<file path="src/core/gpb_pkg.sv">
// shared constants and types of the instrument-side bus interface
package gpb_pkg;
  // ------------------------------------------------------------
  // multiline command codes, seven bits, parity bit ignored
  // ------------------------------------------------------------
  localparam logic [6:0] GPB_CMD_GTL  = 7'h01;
  localparam logic [6:0] GPB_CMD_SDC  = 7'h04;
  localparam logic [6:0] GPB_CMD_LLO  = 7'h11;
  localparam logic [6:0] GPB_CMD_DCL  = 7'h14;
  localparam logic [6:0] GPB_CMD_SPE  = 7'h18;
  localparam logic [6:0] GPB_CMD_SPD  = 7'h19;
  localparam logic [6:0] GPB_CMD_UNL  = 7'h3f;
  localparam logic [6:0] GPB_CMD_UNT  = 7'h5f;
  localparam logic [1:0] GPB_GRP_LAG  = 2'h1;
  localparam logic [1:0] GPB_GRP_TAG  = 2'h2;
  localparam int         GPB_GRP_HI   = 6;
  localparam int         GPB_GRP_LO   = 5;
  localparam int         GPB_RQS_BIT  = 6;
  // ------------------------------------------------------------
  // pin vector layout after synchronisation
  // ------------------------------------------------------------
  localparam int         GPB_PIN_W    = 15;
  localparam int         GPB_P_ATN    = 8;
  localparam int         GPB_P_IFC    = 9;
  localparam int         GPB_P_REN    = 10;
  localparam int         GPB_P_EOI    = 11;
  localparam int         GPB_P_DAV    = 12;
  localparam int         GPB_P_NRFD   = 13;
  localparam int         GPB_P_NDAC   = 14;
  // ------------------------------------------------------------
  // timing
  // ------------------------------------------------------------
  localparam int         GPB_CLK_MHZ  = 125;
  localparam int         GPB_SETTLE_NS = 100;
  localparam int         GPB_SETTLE_CYC = (GPB_SETTLE_NS * GPB_CLK_MHZ + 999) / 1000;
  localparam int         GPB_FIFO_DEPTH = 8;
  // ------------------------------------------------------------
  // one bus byte with its end mark
  // ------------------------------------------------------------
  typedef struct packed {
    logic       eoi;
    logic [7:0] data;
  } gpb_byte_t;
endpackage

</file>
<file path="src/core/gpb_bus_if.sv">
// byte fifo and the instrument-side bus interface top
`timescale 1ns/10ps

// ------------------------------------------------------------
// synchronous fifo
// ------------------------------------------------------------
module gpb_fifo #(
  parameter int W     = 9,
  parameter int DEPTH = 8
) (
  input  wire logic         ref_clk,
  input  wire logic         reset,
  input  wire logic         in_valid,
  output logic              in_ready,
  input  wire logic [W-1:0] in_data,
  output logic              out_valid,
  input  wire logic         out_ready,
  output logic [W-1:0]      out_data
);
  localparam int AW = $clog2(DEPTH);
  logic [W-1:0] mem [DEPTH];
  logic [AW:0]  wr_ptr_reg;
  logic [AW:0]  rd_ptr_reg;
  logic         push;
  logic         pop;

  assign in_ready  = (wr_ptr_reg - rd_ptr_reg) != (AW+1)'(DEPTH);
  assign out_valid = wr_ptr_reg != rd_ptr_reg;
  assign out_data  = mem[rd_ptr_reg[AW-1:0]];
  assign push      = in_valid && in_ready;
  assign pop       = out_valid && out_ready;

  always_ff @(posedge ref_clk) begin
    if (push) begin
      mem[wr_ptr_reg[AW-1:0]] <= in_data;
    end
  end

  always_ff @(posedge ref_clk) begin
    if (reset) begin
      wr_ptr_reg <= '0;
      rd_ptr_reg <= '0;
    end else begin
      if (push) begin
        wr_ptr_reg <= wr_ptr_reg + 1'b1;
      end
      if (pop) begin
        rd_ptr_reg <= rd_ptr_reg + 1'b1;
      end
    end
  end
endmodule

module gpb_bus_if #(
  parameter int FIFO_DEPTH = gpb_pkg::GPB_FIFO_DEPTH
) (
  input  wire logic              ref_clk,
  input  wire logic              reset,
  input  wire logic [4:0]        my_addr,
  input  wire logic [7:0]        dio_n_in,
  input  wire logic              atn_n_in,
  input  wire logic              ifc_n_in,
  input  wire logic              ren_n_in,
  input  wire logic              eoi_n_in,
  input  wire logic              dav_n_in,
  input  wire logic              nrfd_n_in,
  input  wire logic              ndac_n_in,
  output logic [7:0]             dio_n_out,
  output logic [7:0]             dio_n_oe,
  output logic                   eoi_n_out,
  output logic                   eoi_n_oe,
  output logic                   dav_n_out,
  output logic                   dav_n_oe,
  output logic                   nrfd_n_out,
  output logic                   nrfd_n_oe,
  output logic                   ndac_n_out,
  output logic                   ndac_n_oe,
  output logic                   srq_n_out,
  output logic                   srq_n_oe,
  output logic                   rx_valid,
  input  wire logic              rx_ready,
  output gpb_pkg::gpb_byte_t     rx_data,
  input  wire logic              tx_valid,
  output logic                   tx_ready,
  input  wire gpb_pkg::gpb_byte_t tx_data,
  input  wire logic              svc_request,
  input  wire logic [7:0]        status_byte,
  output logic                   listener,
  output logic                   talker,
  output logic                   remote,
  output logic                   lockout,
  output logic                   spoll_mode,
  output logic                   dev_clear
);
  // ------------------------------------------------------------
  // pin synchronisers, negative logic turned to true-high
  // ------------------------------------------------------------
  logic [gpb_pkg::GPB_PIN_W-1:0] pin_s1_reg;
  logic [gpb_pkg::GPB_PIN_W-1:0] pin_s2_reg;
  logic [gpb_pkg::GPB_PIN_W-1:0] pin_t;

  always_ff @(posedge ref_clk) begin
    if (reset) begin
      pin_s1_reg <= '1;
      pin_s2_reg <= '1;
    end else begin
      pin_s1_reg <= {ndac_n_in, nrfd_n_in, dav_n_in, eoi_n_in, ren_n_in, ifc_n_in, atn_n_in, dio_n_in};
      pin_s2_reg <= pin_s1_reg;
    end
  end

  assign pin_t = ~pin_s2_reg;

  logic       atn_t;
  logic       ifc_t;
  logic       ren_t;
  logic       eoi_t;
  logic       dav_t;
  logic       nrfd_t;
  logic       ndac_t;
  logic [7:0] dio_t;
  logic [6:0] cmd;

  assign dio_t  = pin_t[7:0];
  assign atn_t  = pin_t[gpb_pkg::GPB_P_ATN];
  assign ifc_t  = pin_t[gpb_pkg::GPB_P_IFC];
  assign ren_t  = pin_t[gpb_pkg::GPB_P_REN];
  assign eoi_t  = pin_t[gpb_pkg::GPB_P_EOI];
  assign dav_t  = pin_t[gpb_pkg::GPB_P_DAV];
  assign nrfd_t = pin_t[gpb_pkg::GPB_P_NRFD];
  assign ndac_t = pin_t[gpb_pkg::GPB_P_NDAC];
  assign cmd    = dio_t[6:0];

  // ------------------------------------------------------------
  // acceptor handshake
  // ------------------------------------------------------------
  typedef enum logic [1:0] {A_OFF, A_READY, A_HOLD, A_ACCEPT} gpb_acc_t;
  gpb_acc_t           acc_reg;
  gpb_pkg::gpb_byte_t acc_byte_reg;
  logic               acc_atn_reg;
  logic               acc_active;
  logic               take;
  logic               fifo_in_ready;
  logic               fifo_push;
  logic               ready_ok;
  logic               listener_reg;
  logic               talker_reg;

  // talker with attention false is the source, not an acceptor
  assign acc_active = atn_t || (listener_reg && !talker_reg);
  assign ready_ok   = atn_t || fifo_in_ready;
  assign take       = acc_active && acc_reg == A_READY && ready_ok && dav_t;
  assign fifo_push  = acc_reg == A_HOLD && !acc_atn_reg && listener_reg;

  always_ff @(posedge ref_clk) begin
    if (reset) begin
      acc_reg <= A_OFF;
    end else if (!acc_active) begin
      acc_reg <= A_OFF;
    end else begin
      unique case (acc_reg)
        A_OFF:    acc_reg <= dav_t ? A_OFF : A_READY;
        A_READY:  acc_reg <= take ? A_HOLD : A_READY;
        A_HOLD:   acc_reg <= (acc_atn_reg || !listener_reg || fifo_in_ready) ? A_ACCEPT : A_HOLD;
        A_ACCEPT: acc_reg <= dav_t ? A_ACCEPT : A_READY;
      endcase
    end
  end

  always_ff @(posedge ref_clk) begin
    if (reset) begin
      acc_byte_reg <= '0;
      acc_atn_reg  <= 1'b0;
    end else if (take) begin
      acc_byte_reg <= '{eoi: eoi_t, data: dio_t};
      acc_atn_reg  <= atn_t;
    end
  end

  gpb_fifo #(
    .W     ($bits(gpb_pkg::gpb_byte_t)),
    .DEPTH (FIFO_DEPTH)
  ) u_rx_fifo (
    .ref_clk   (ref_clk),
    .reset     (reset),
    .in_valid  (fifo_push),
    .in_ready  (fifo_in_ready),
    .in_data   (acc_byte_reg),
    .out_valid (rx_valid),
    .out_ready (rx_ready),
    .out_data  (rx_data)
  );

  // ------------------------------------------------------------
  // command decode and interface state
  // ------------------------------------------------------------
  logic cmd_take;
  logic my_lag;
  logic my_tag;
  logic any_tag;
  logic remote_reg;
  logic lockout_reg;
  logic spoll_reg;
  logic dev_clear_reg;

  assign cmd_take = take && atn_t;
  assign my_lag   = cmd == {gpb_pkg::GPB_GRP_LAG, my_addr};
  assign my_tag   = cmd == {gpb_pkg::GPB_GRP_TAG, my_addr};
  // secondary group falls through every compare below
  assign any_tag  = cmd[gpb_pkg::GPB_GRP_HI:gpb_pkg::GPB_GRP_LO] == gpb_pkg::GPB_GRP_TAG;

  always_ff @(posedge ref_clk) begin
    if (reset || ifc_t) begin
      listener_reg <= 1'b0;
      talker_reg   <= 1'b0;
    end else if (cmd_take) begin
      listener_reg <= my_lag || (listener_reg && cmd != gpb_pkg::GPB_CMD_UNL);
      talker_reg   <= my_tag || (talker_reg && !any_tag && cmd != gpb_pkg::GPB_CMD_UNT);
    end
  end

  always_ff @(posedge ref_clk) begin
    if (reset || !ren_t) begin
      remote_reg  <= 1'b0;
      lockout_reg <= 1'b0;
    end else if (cmd_take) begin
      remote_reg  <= my_lag || (remote_reg && !(cmd == gpb_pkg::GPB_CMD_GTL && listener_reg));
      lockout_reg <= lockout_reg || cmd == gpb_pkg::GPB_CMD_LLO;
    end
  end

  always_ff @(posedge ref_clk) begin
    if (reset || ifc_t) begin
      spoll_reg <= 1'b0;
    end else if (cmd_take && cmd == gpb_pkg::GPB_CMD_SPE) begin
      spoll_reg <= 1'b1;
    end else if (cmd_take && cmd == gpb_pkg::GPB_CMD_SPD) begin
      spoll_reg <= 1'b0;
    end
  end

  always_ff @(posedge ref_clk) begin
    if (reset) begin
      dev_clear_reg <= 1'b0;
    end else begin
      dev_clear_reg <= cmd_take && (cmd == gpb_pkg::GPB_CMD_DCL ||
                       (cmd == gpb_pkg::GPB_CMD_SDC && listener_reg));
    end
  end

  // ------------------------------------------------------------
  // source handshake
  // ------------------------------------------------------------
  typedef enum logic [1:0] {S_IDLE, S_WAIT, S_VALID, S_DONE} gpb_src_t;
  gpb_src_t           src_reg;
  gpb_pkg::gpb_byte_t src_byte_reg;
  logic               src_poll_reg;
  logic               src_active;
  logic               src_go;
  logic               spoll_sent;
  logic               srq_pend_reg;

  assign src_active = talker_reg && !atn_t;
  assign tx_ready   = src_active && src_reg == S_IDLE && !spoll_reg;
  assign src_go     = src_active && src_reg == S_IDLE && (spoll_reg || tx_valid);
  assign spoll_sent = src_reg == S_VALID && src_active && !ndac_t && src_poll_reg;

  always_ff @(posedge ref_clk) begin
    if (reset || !src_active) begin
      src_reg <= S_IDLE;
    end else begin
      unique case (src_reg)
        S_IDLE:  src_reg <= src_go ? S_WAIT : S_IDLE;
        S_WAIT:  src_reg <= (!nrfd_t && ndac_t) ? S_VALID : S_WAIT;
        S_VALID: src_reg <= ndac_t ? S_VALID : S_DONE;
        S_DONE:  src_reg <= (ndac_t || !nrfd_t) ? S_IDLE : S_DONE;
      endcase
    end
  end

  always_ff @(posedge ref_clk) begin
    if (reset) begin
      src_byte_reg <= '0;
      src_poll_reg <= 1'b0;
    end else if (src_go) begin
      src_poll_reg <= spoll_reg;
      if (spoll_reg) begin
        src_byte_reg.eoi  <= 1'b0;
        src_byte_reg.data <= status_byte;
        src_byte_reg.data[gpb_pkg::GPB_RQS_BIT] <= srq_pend_reg;
      end else begin
        src_byte_reg <= tx_data;
      end
    end
  end

  // request is sticky; a new request wins over the poll clear
  always_ff @(posedge ref_clk) begin
    if (reset) begin
      srq_pend_reg <= 1'b0;
    end else begin
      srq_pend_reg <= svc_request || (srq_pend_reg && !spoll_sent);
    end
  end

  // ------------------------------------------------------------
  // pin drivers: control lines open-drain, enable high pulls them true; dio enables all eight and drives ~data
  // ------------------------------------------------------------
  logic src_drive;
  assign src_drive  = src_active && src_reg != S_IDLE;
  assign dio_n_out  = ~src_byte_reg.data;
  assign dio_n_oe   = src_drive ? 8'hff : 8'h00;
  assign eoi_n_out  = 1'b0;
  assign eoi_n_oe   = src_drive && src_byte_reg.eoi;
  assign dav_n_out  = 1'b0;
  assign dav_n_oe   = src_active && src_reg == S_VALID;
  assign nrfd_n_out = 1'b0;
  assign nrfd_n_oe  = acc_active && (acc_reg != A_READY || !ready_ok);
  assign ndac_n_out = 1'b0;
  assign ndac_n_oe  = acc_active && acc_reg != A_ACCEPT;
  assign srq_n_out  = 1'b0;
  assign srq_n_oe   = srq_pend_reg;

  assign listener   = listener_reg;
  assign talker     = talker_reg;
  assign remote     = remote_reg;
  assign lockout    = lockout_reg;
  assign spoll_mode = spoll_reg;
  assign dev_clear  = dev_clear_reg;
endmodule

</file>
<file path="config.mk">
export PLATFORM = sky130hd
export DESIGN_NAME = gpb_bus_if
export DESIGN_NICKNAME = d
export VERILOG_FILES = /design/src/core/gpb_pkg.sv /design/src/core/gpb_bus_if.sv
export SDC_FILE = /design/constraint.sdc
export NUM_CORES = 1
export LEC_CHECK = 0
export CORE_ASPECT_RATIO = 2
export CORE_MARGIN = 4
export CORE_UTILIZATION = 30
export CTS_BUF_LIST = sky130_fd_sc_hd__clkbuf_2
export CTS_CLUSTER_SIZE = 8
export DETAILED_ROUTE_END_ITERATION = 10
export DONT_BUFFER_PORTS = 1
export PLACE_DENSITY_LB_ADDON = 0.25
export RECOVER_POWER = 50
export REMOVE_ABC_BUFFERS = 1
export SETUP_SLACK_MARGIN = 0.3
export SYNTH_ARGS = -nofsm -noshare
export SYNTH_HDL_FRONTEND = slang
export SYNTH_SLANG_ARGS = --single-unit
</file>
<file path="constraint.sdc">
create_clock -name ref_clk -period 7.1 [get_ports ref_clk]
set_input_delay 0.355 -clock ref_clk [delete_from_list [all_inputs] [get_ports ref_clk]]
set_output_delay 0.355 -clock ref_clk [all_outputs]
set_load 0.005 [all_outputs]
</file>
* After elaboration in Yosys (flattened, before gate mapping)
Memory sizes are Yosys's and may differ from the RTL's. A register that Yosys moved wholly into a read port is not among the register bits. Cells that the tools add are included.
Cells by class: add/sub/neg operators 3, eq/ne operators 21, multiplexer cells 18, bitwise logic cells 3, reductions and logical operators 65
Operators by type and width (number):
- logical AND 1 bit | 31
- == test 7 x 5 -> 1 bit, second input constant | 4
- logical OR 1 bit | 16
- case mux 2 bit (4 select lines) | 2
- inverter 15 bit | 1
- zero test 1 bit | 13
- == test 2 bit, second input constant | 5
- two-way mux 9 bit | 1
- adder 4 x 1 -> 4 bit, second input constant | 2
- two-way mux 1 bit | 8
- two-way mux 2 bit | 4
- two-way mux 8 bit | 1
- inverter 8 bit | 1
- == test 7 x 1 -> 1 bit, second input constant | 1
- == test 7 x 3 -> 1 bit, second input constant | 1
- == test 7 x 6 -> 1 bit | 1
- == test 7 bit | 1
- != test 7 x 6 -> 1 bit, second input constant | 1
- != test 7 bit, second input constant | 1
- two-way mux 3 bit | 2
- == test 2 x 1 -> 1 bit, second input constant | 2
- zero test 2 bit | 2
- != test 4 bit | 1
- != test 4 bit, second input constant | 1
- other kinds (6) | 7
Word-level totals: flip-flop bits (word level) 69, RAM bits 72, output and inout port bits 43, word-level logic and storage cells 130, memories 1
Memories:
- u_rx_fifo.mem | words 8, bits a word 9, rd ports 1, clocked after memory_dff 1, wr ports 1, RTL line gpb_bus_if.sv:21 | logic [W-1:0] mem [DEPTH];

* Longest topological paths before layout
depth in word-level cells 10, mapped depth 8, mapped depth without buffers 7

* Cells and area by module
Synthesis repeated with hierarchy kept, for this count alone.
Second synthesis, totals: cell total of the unflattened synthesis 434, area total of the unflattened synthesis 5809.3 um^2
Modules (own cells, without submodules):
- gpb_fifo | times used 1, cells an instance 181, area each 3380.7 um^2, seq. area each 2382.3 um^2
- gpb_bus_if | times used 1, cells an instance 253, area each 2428.6 um^2, seq. area each 1221.2 um^2

* Worst setup path before layout
Ideal clock, no wire load.
path kind reg2reg, start point register u_rx_fifo.wr_ptr_reg[1], end point memory u_rx_fifo.mem[0][0], enable pin, library setup time 0.403 ns, arrival 2.626 ns, data required time 6.697 ns, slack 4.071 ns, stages on the path, launching flop included 6, path buffers 0, period minus slack after synthesis 3.029 ns, cells stage by stage dfxtp_1 > ha_1 > and2b_1 > o211a_1 > nor3_2 > nor4b_1
On the way: cells in the longest elaborated chain, start to end 5
Ends and longest elaborated chain:
- start: declaration | RTL line gpb_bus_if.sv:22 | logic [AW:0] wr_ptr_reg;
- start signal: assignment | RTL line gpb_bus_if.sv:45 | wr_ptr_reg <= wr_ptr_reg + 1'b1;
- subtractor 4 bit | RTL line gpb_bus_if.sv:27 | assign in_ready = (wr_ptr_reg - rd_ptr_reg) != (AW+1)'(DEPTH);
- != test 4 bit | RTL line gpb_bus_if.sv:27
- logical AND 1 bit | RTL line gpb_bus_if.sv:30 | assign push = in_valid && in_ready;
- two-way mux 1 bit | RTL line gpb_bus_if.sv:34 | if (push) begin
- two-way mux 1 bit (implied by the code) | RTL line gpb_bus_if.sv:35 | mem[wr_ptr_reg[AW-1:0]] <= in_data;
- end: declaration | RTL line gpb_bus_if.sv:21
Parallel ways exist; a longest one is shown, timed or not.

* Worst setup path after layout
start point register u_rx_fifo.wr_ptr_reg[1], end point memory u_rx_fifo.mem[5][3], enable pin
Same word-level chain as after synthesis.

==> impl_metrics.toml <==
[yosys]
synth_top_family_by_area = "simple AND/OR/NAND/NOR gates"
synth.area.top_cells = "edfxtp_1 (37%), dfxtp_1 (25%), mux4_2 (7.0%)"
post_synth_fa_ha_maj_area_fraction_pct = 1.080
synth_edf_count = 72
ys.flop_type = "edfxtp_1"
yosysWarnings = 0
syn_area_um2 = 5793
netlist_instances = 425
synthArstFlopShare_pct = 0
synthMuxAreaShare_pct = 10.91
ys_seq_area_share_pct = 62.20
synth_compound_area_share_pct = 7.646
synth_top_area_share_pct = 37.32
synth_seq_cells = 144
synth_common_cells = "dfxtp_1 (72), edfxtp_1 (72), nor2_1 (32)"
synthXorXnorAreaFrac_pct = 1.944
synthSimpleGateAreaFrac_pct = 12.22
avgSynthCellArea_um2 = 13.63
yosys.area.top_type = "edfxtp_1"
synth_cell_types = 60

[clock_network]
hold_buffers = 39
cts.clk_slew.worst_paths_ns = 0.22
htree_levels = 4
cts_num_sinks = 144
insertion_delay_ns = 0.68
cts_root_buf = "clkbuf_2"
ctsResizeCount = 0
cts_setup_buffers = 0
numCtsBuffers = 17
cts_tree = "built"
cts_buffer_depth = 2

[finish]
seqCellArea_um2 = 3603
multi_input_area_um2 = 2003
fin_cells = 728
area_growth_syn_to_layout_pct = 13.48
drive_above_1_share_pct = 24.36
largest_reg_flops = 72
fill_cells = 1809
nets = 506

[worst_setup_path]
worst_setup_path_start_kind = "flip-flop"
slowest_stage = "nor3b_2"
critPathKind = "flip-flop to flip-flop"
end_kind = "flip-flop"
critPathBufInv = 0
crit_family = "simple AND/OR/NAND/NOR gates"
path_cells = "ha_1, and2b_1, o211a_1, nor3_2, nand2_1, nor3b_2"
reg2reg_slack_ns = 3.80
required_ns = 7.40
critPathMaxFanout = 10
critPathMaxStageDelay_ns = 0.89
cp.arrival_ns = 3.61

[die]
io_pins = 85
die_area_um2 = 21730
rows = 71
start_util_pct = 30.62
die_y_um = 204.5
fp.coreArea_um2 = 18920
die_w_um = 106.3

[sta]
drv_slew = 70
slew-limit-headroom_pct = -92.94
setup-violations-final = 0
skew_ns = 0.03598
finalCritPeriodShare_pct = 46.55
setup-tns-final_ns = 0
fin_crit_ns = 3.305
grt_setup_unrepaired = "false"
tightestPinTransition_ns = 2.894
max_freq_mhz = 302.6
final-hold-violation-count = 0

[placement]
gp_congestion = 0.6816
dp_cells = 656
dp_hpwl_mm = 7.714
portBuffers = 0

[grt]
grt_use_met2_pct = 20.78
antenna_found_initial = 1
grt_pass1_wl_mm = 18.42
grt_pass1_vias = 3473
grt_use_total_pct = 11.15
grt_max_degree = 70
gr-total-overflow = 0
top_usage_layer = "met2"
use_met1_pct = 11.17
grt_util_met3_pct = 3.154

[detailed_routing]
firstDrtPassIters = 4
post_drt_wl_per_cell_um = 15.91
vias_per_cell = 4.636
drc = 0
antenna_left = 0
wl_mm = 11.58
drt-initial-drc-count = 128
vias = 3375

[power_and_ir_drop]
ir_worst_vdd_v = 0.0001255
cellPowerDensity_nw_per_um2 = 198.4
p_leak_uw = 0.002116
p_total_uw = 1304

[outcome]
status = "finished, violations left"
failed_checks = "capacitance limit, slew limit"

[worst_hold_path]
hp-class = "input pin to flip-flop"

[run]
drv_cap = 1
-- report_power, final --
group / switching (uW) / internal, uW / leakage (uW)
Clock: 294 / 92.8 / 0.000110
Sequential: 5.94 / 873 / 0.00125
Combinational: 16.1 / 22.2 / 0.000751
Total: 316 / 988 / 0.00212
-- per-layer routing --
layer  up-vias  wire (um)
met5         -          0
met4         0        240
met3        19        560
met2       102       6499
met1      1641       4283
li1       1613          -
-- logic make-up (layout without fill, tap and decap cells) --
family,count (synthesis),count (layout)
AOI/OAI and AO/OA,54,54
xor gates and xnor gates,11,11
adders and majority gates,5,5
buffers and inverters,45,88
DFF,144,144
muxes,39,39
other,1,6
and+or+nand+nor,126,126
-- stage by stage --
stage               util, %  area, um2  setup slack, ns  hold WS, ns
floorplan                 -       5633            4.071       0.3895
global placement      31.71       6001            3.829       0.3921
detailed placement    31.71       6001            3.720       0.3929
CTS                   34.85       6595            3.692       0.1110
global route          34.74       6574            3.552       0.1570
finish                34.74       6574            3.795       0.2117
-- layout make-up --
cell class                 instances  share of cell area (%)
antenna                            1                 0.03807
clock buffer                      19                   1.447
clock inverter                    13                   1.389
inverter                          14                  0.7994
multi-input combinational        240                   30.47
sequential                       144                   54.82
tap                              255                   4.853
timing repair buffer              42                   6.186
-- worst reg2reg max path, delay by kind of cell, from the launching register on --
family	cells	cell delay, ns
AND/OR/NAND/NOR	4	1.71
adder cells (fa/ha/maj)	1	0.35
flip-flops	1	0.60
AO/OA/AOI/OAI	1	0.29
-- layout by cell type (no fill, tap or decap), types with 3 or more instances in the layout --
cell type       n
dfxtp_1        72
edfxtp_1       72
dlygate4sd3_1  38
nor2_1         32
or2_2          30
clkbuf_2       19
mux4_2         18
a21oi_1        16
nand2_1        15
inv_1          14
mux2i_1        11
a211oi_1       10
mux2_2          9
a311oi_2        8
nand3_1         7
nor3_1          6
xor2_1          5
xnor2_1         5
ha_1            5
conb_1          5
clkinvlp_4      5
nor3_2          4
nand2b_1        4
o21ai_0         3
nor2b_1         3
clkinv_2        3
buf_4           3
-- worst paths after layout --
path	cells after the start	to	start
worst max register to register	6	u_rx_fifo.mem[5][3]$_DFFE_PP_	u_rx_fifo.wr_ptr_reg[1]$_SDFFE_PP0P_
worst max-delay path	6	u_rx_fifo.mem[5][3]$_DFFE_PP_	u_rx_fifo.wr_ptr_reg[1]$_SDFFE_PP0P_
worst min register to register	1	pin_s2_reg[4]$_SDFF_PP1_	pin_s1_reg[4]$_SDFF_PP1_
worst min-delay path	4	src_byte_reg[0]$_SDFFE_PP0P_	tx_valid
Note: power is estimated with default switching activity, not from simulation.
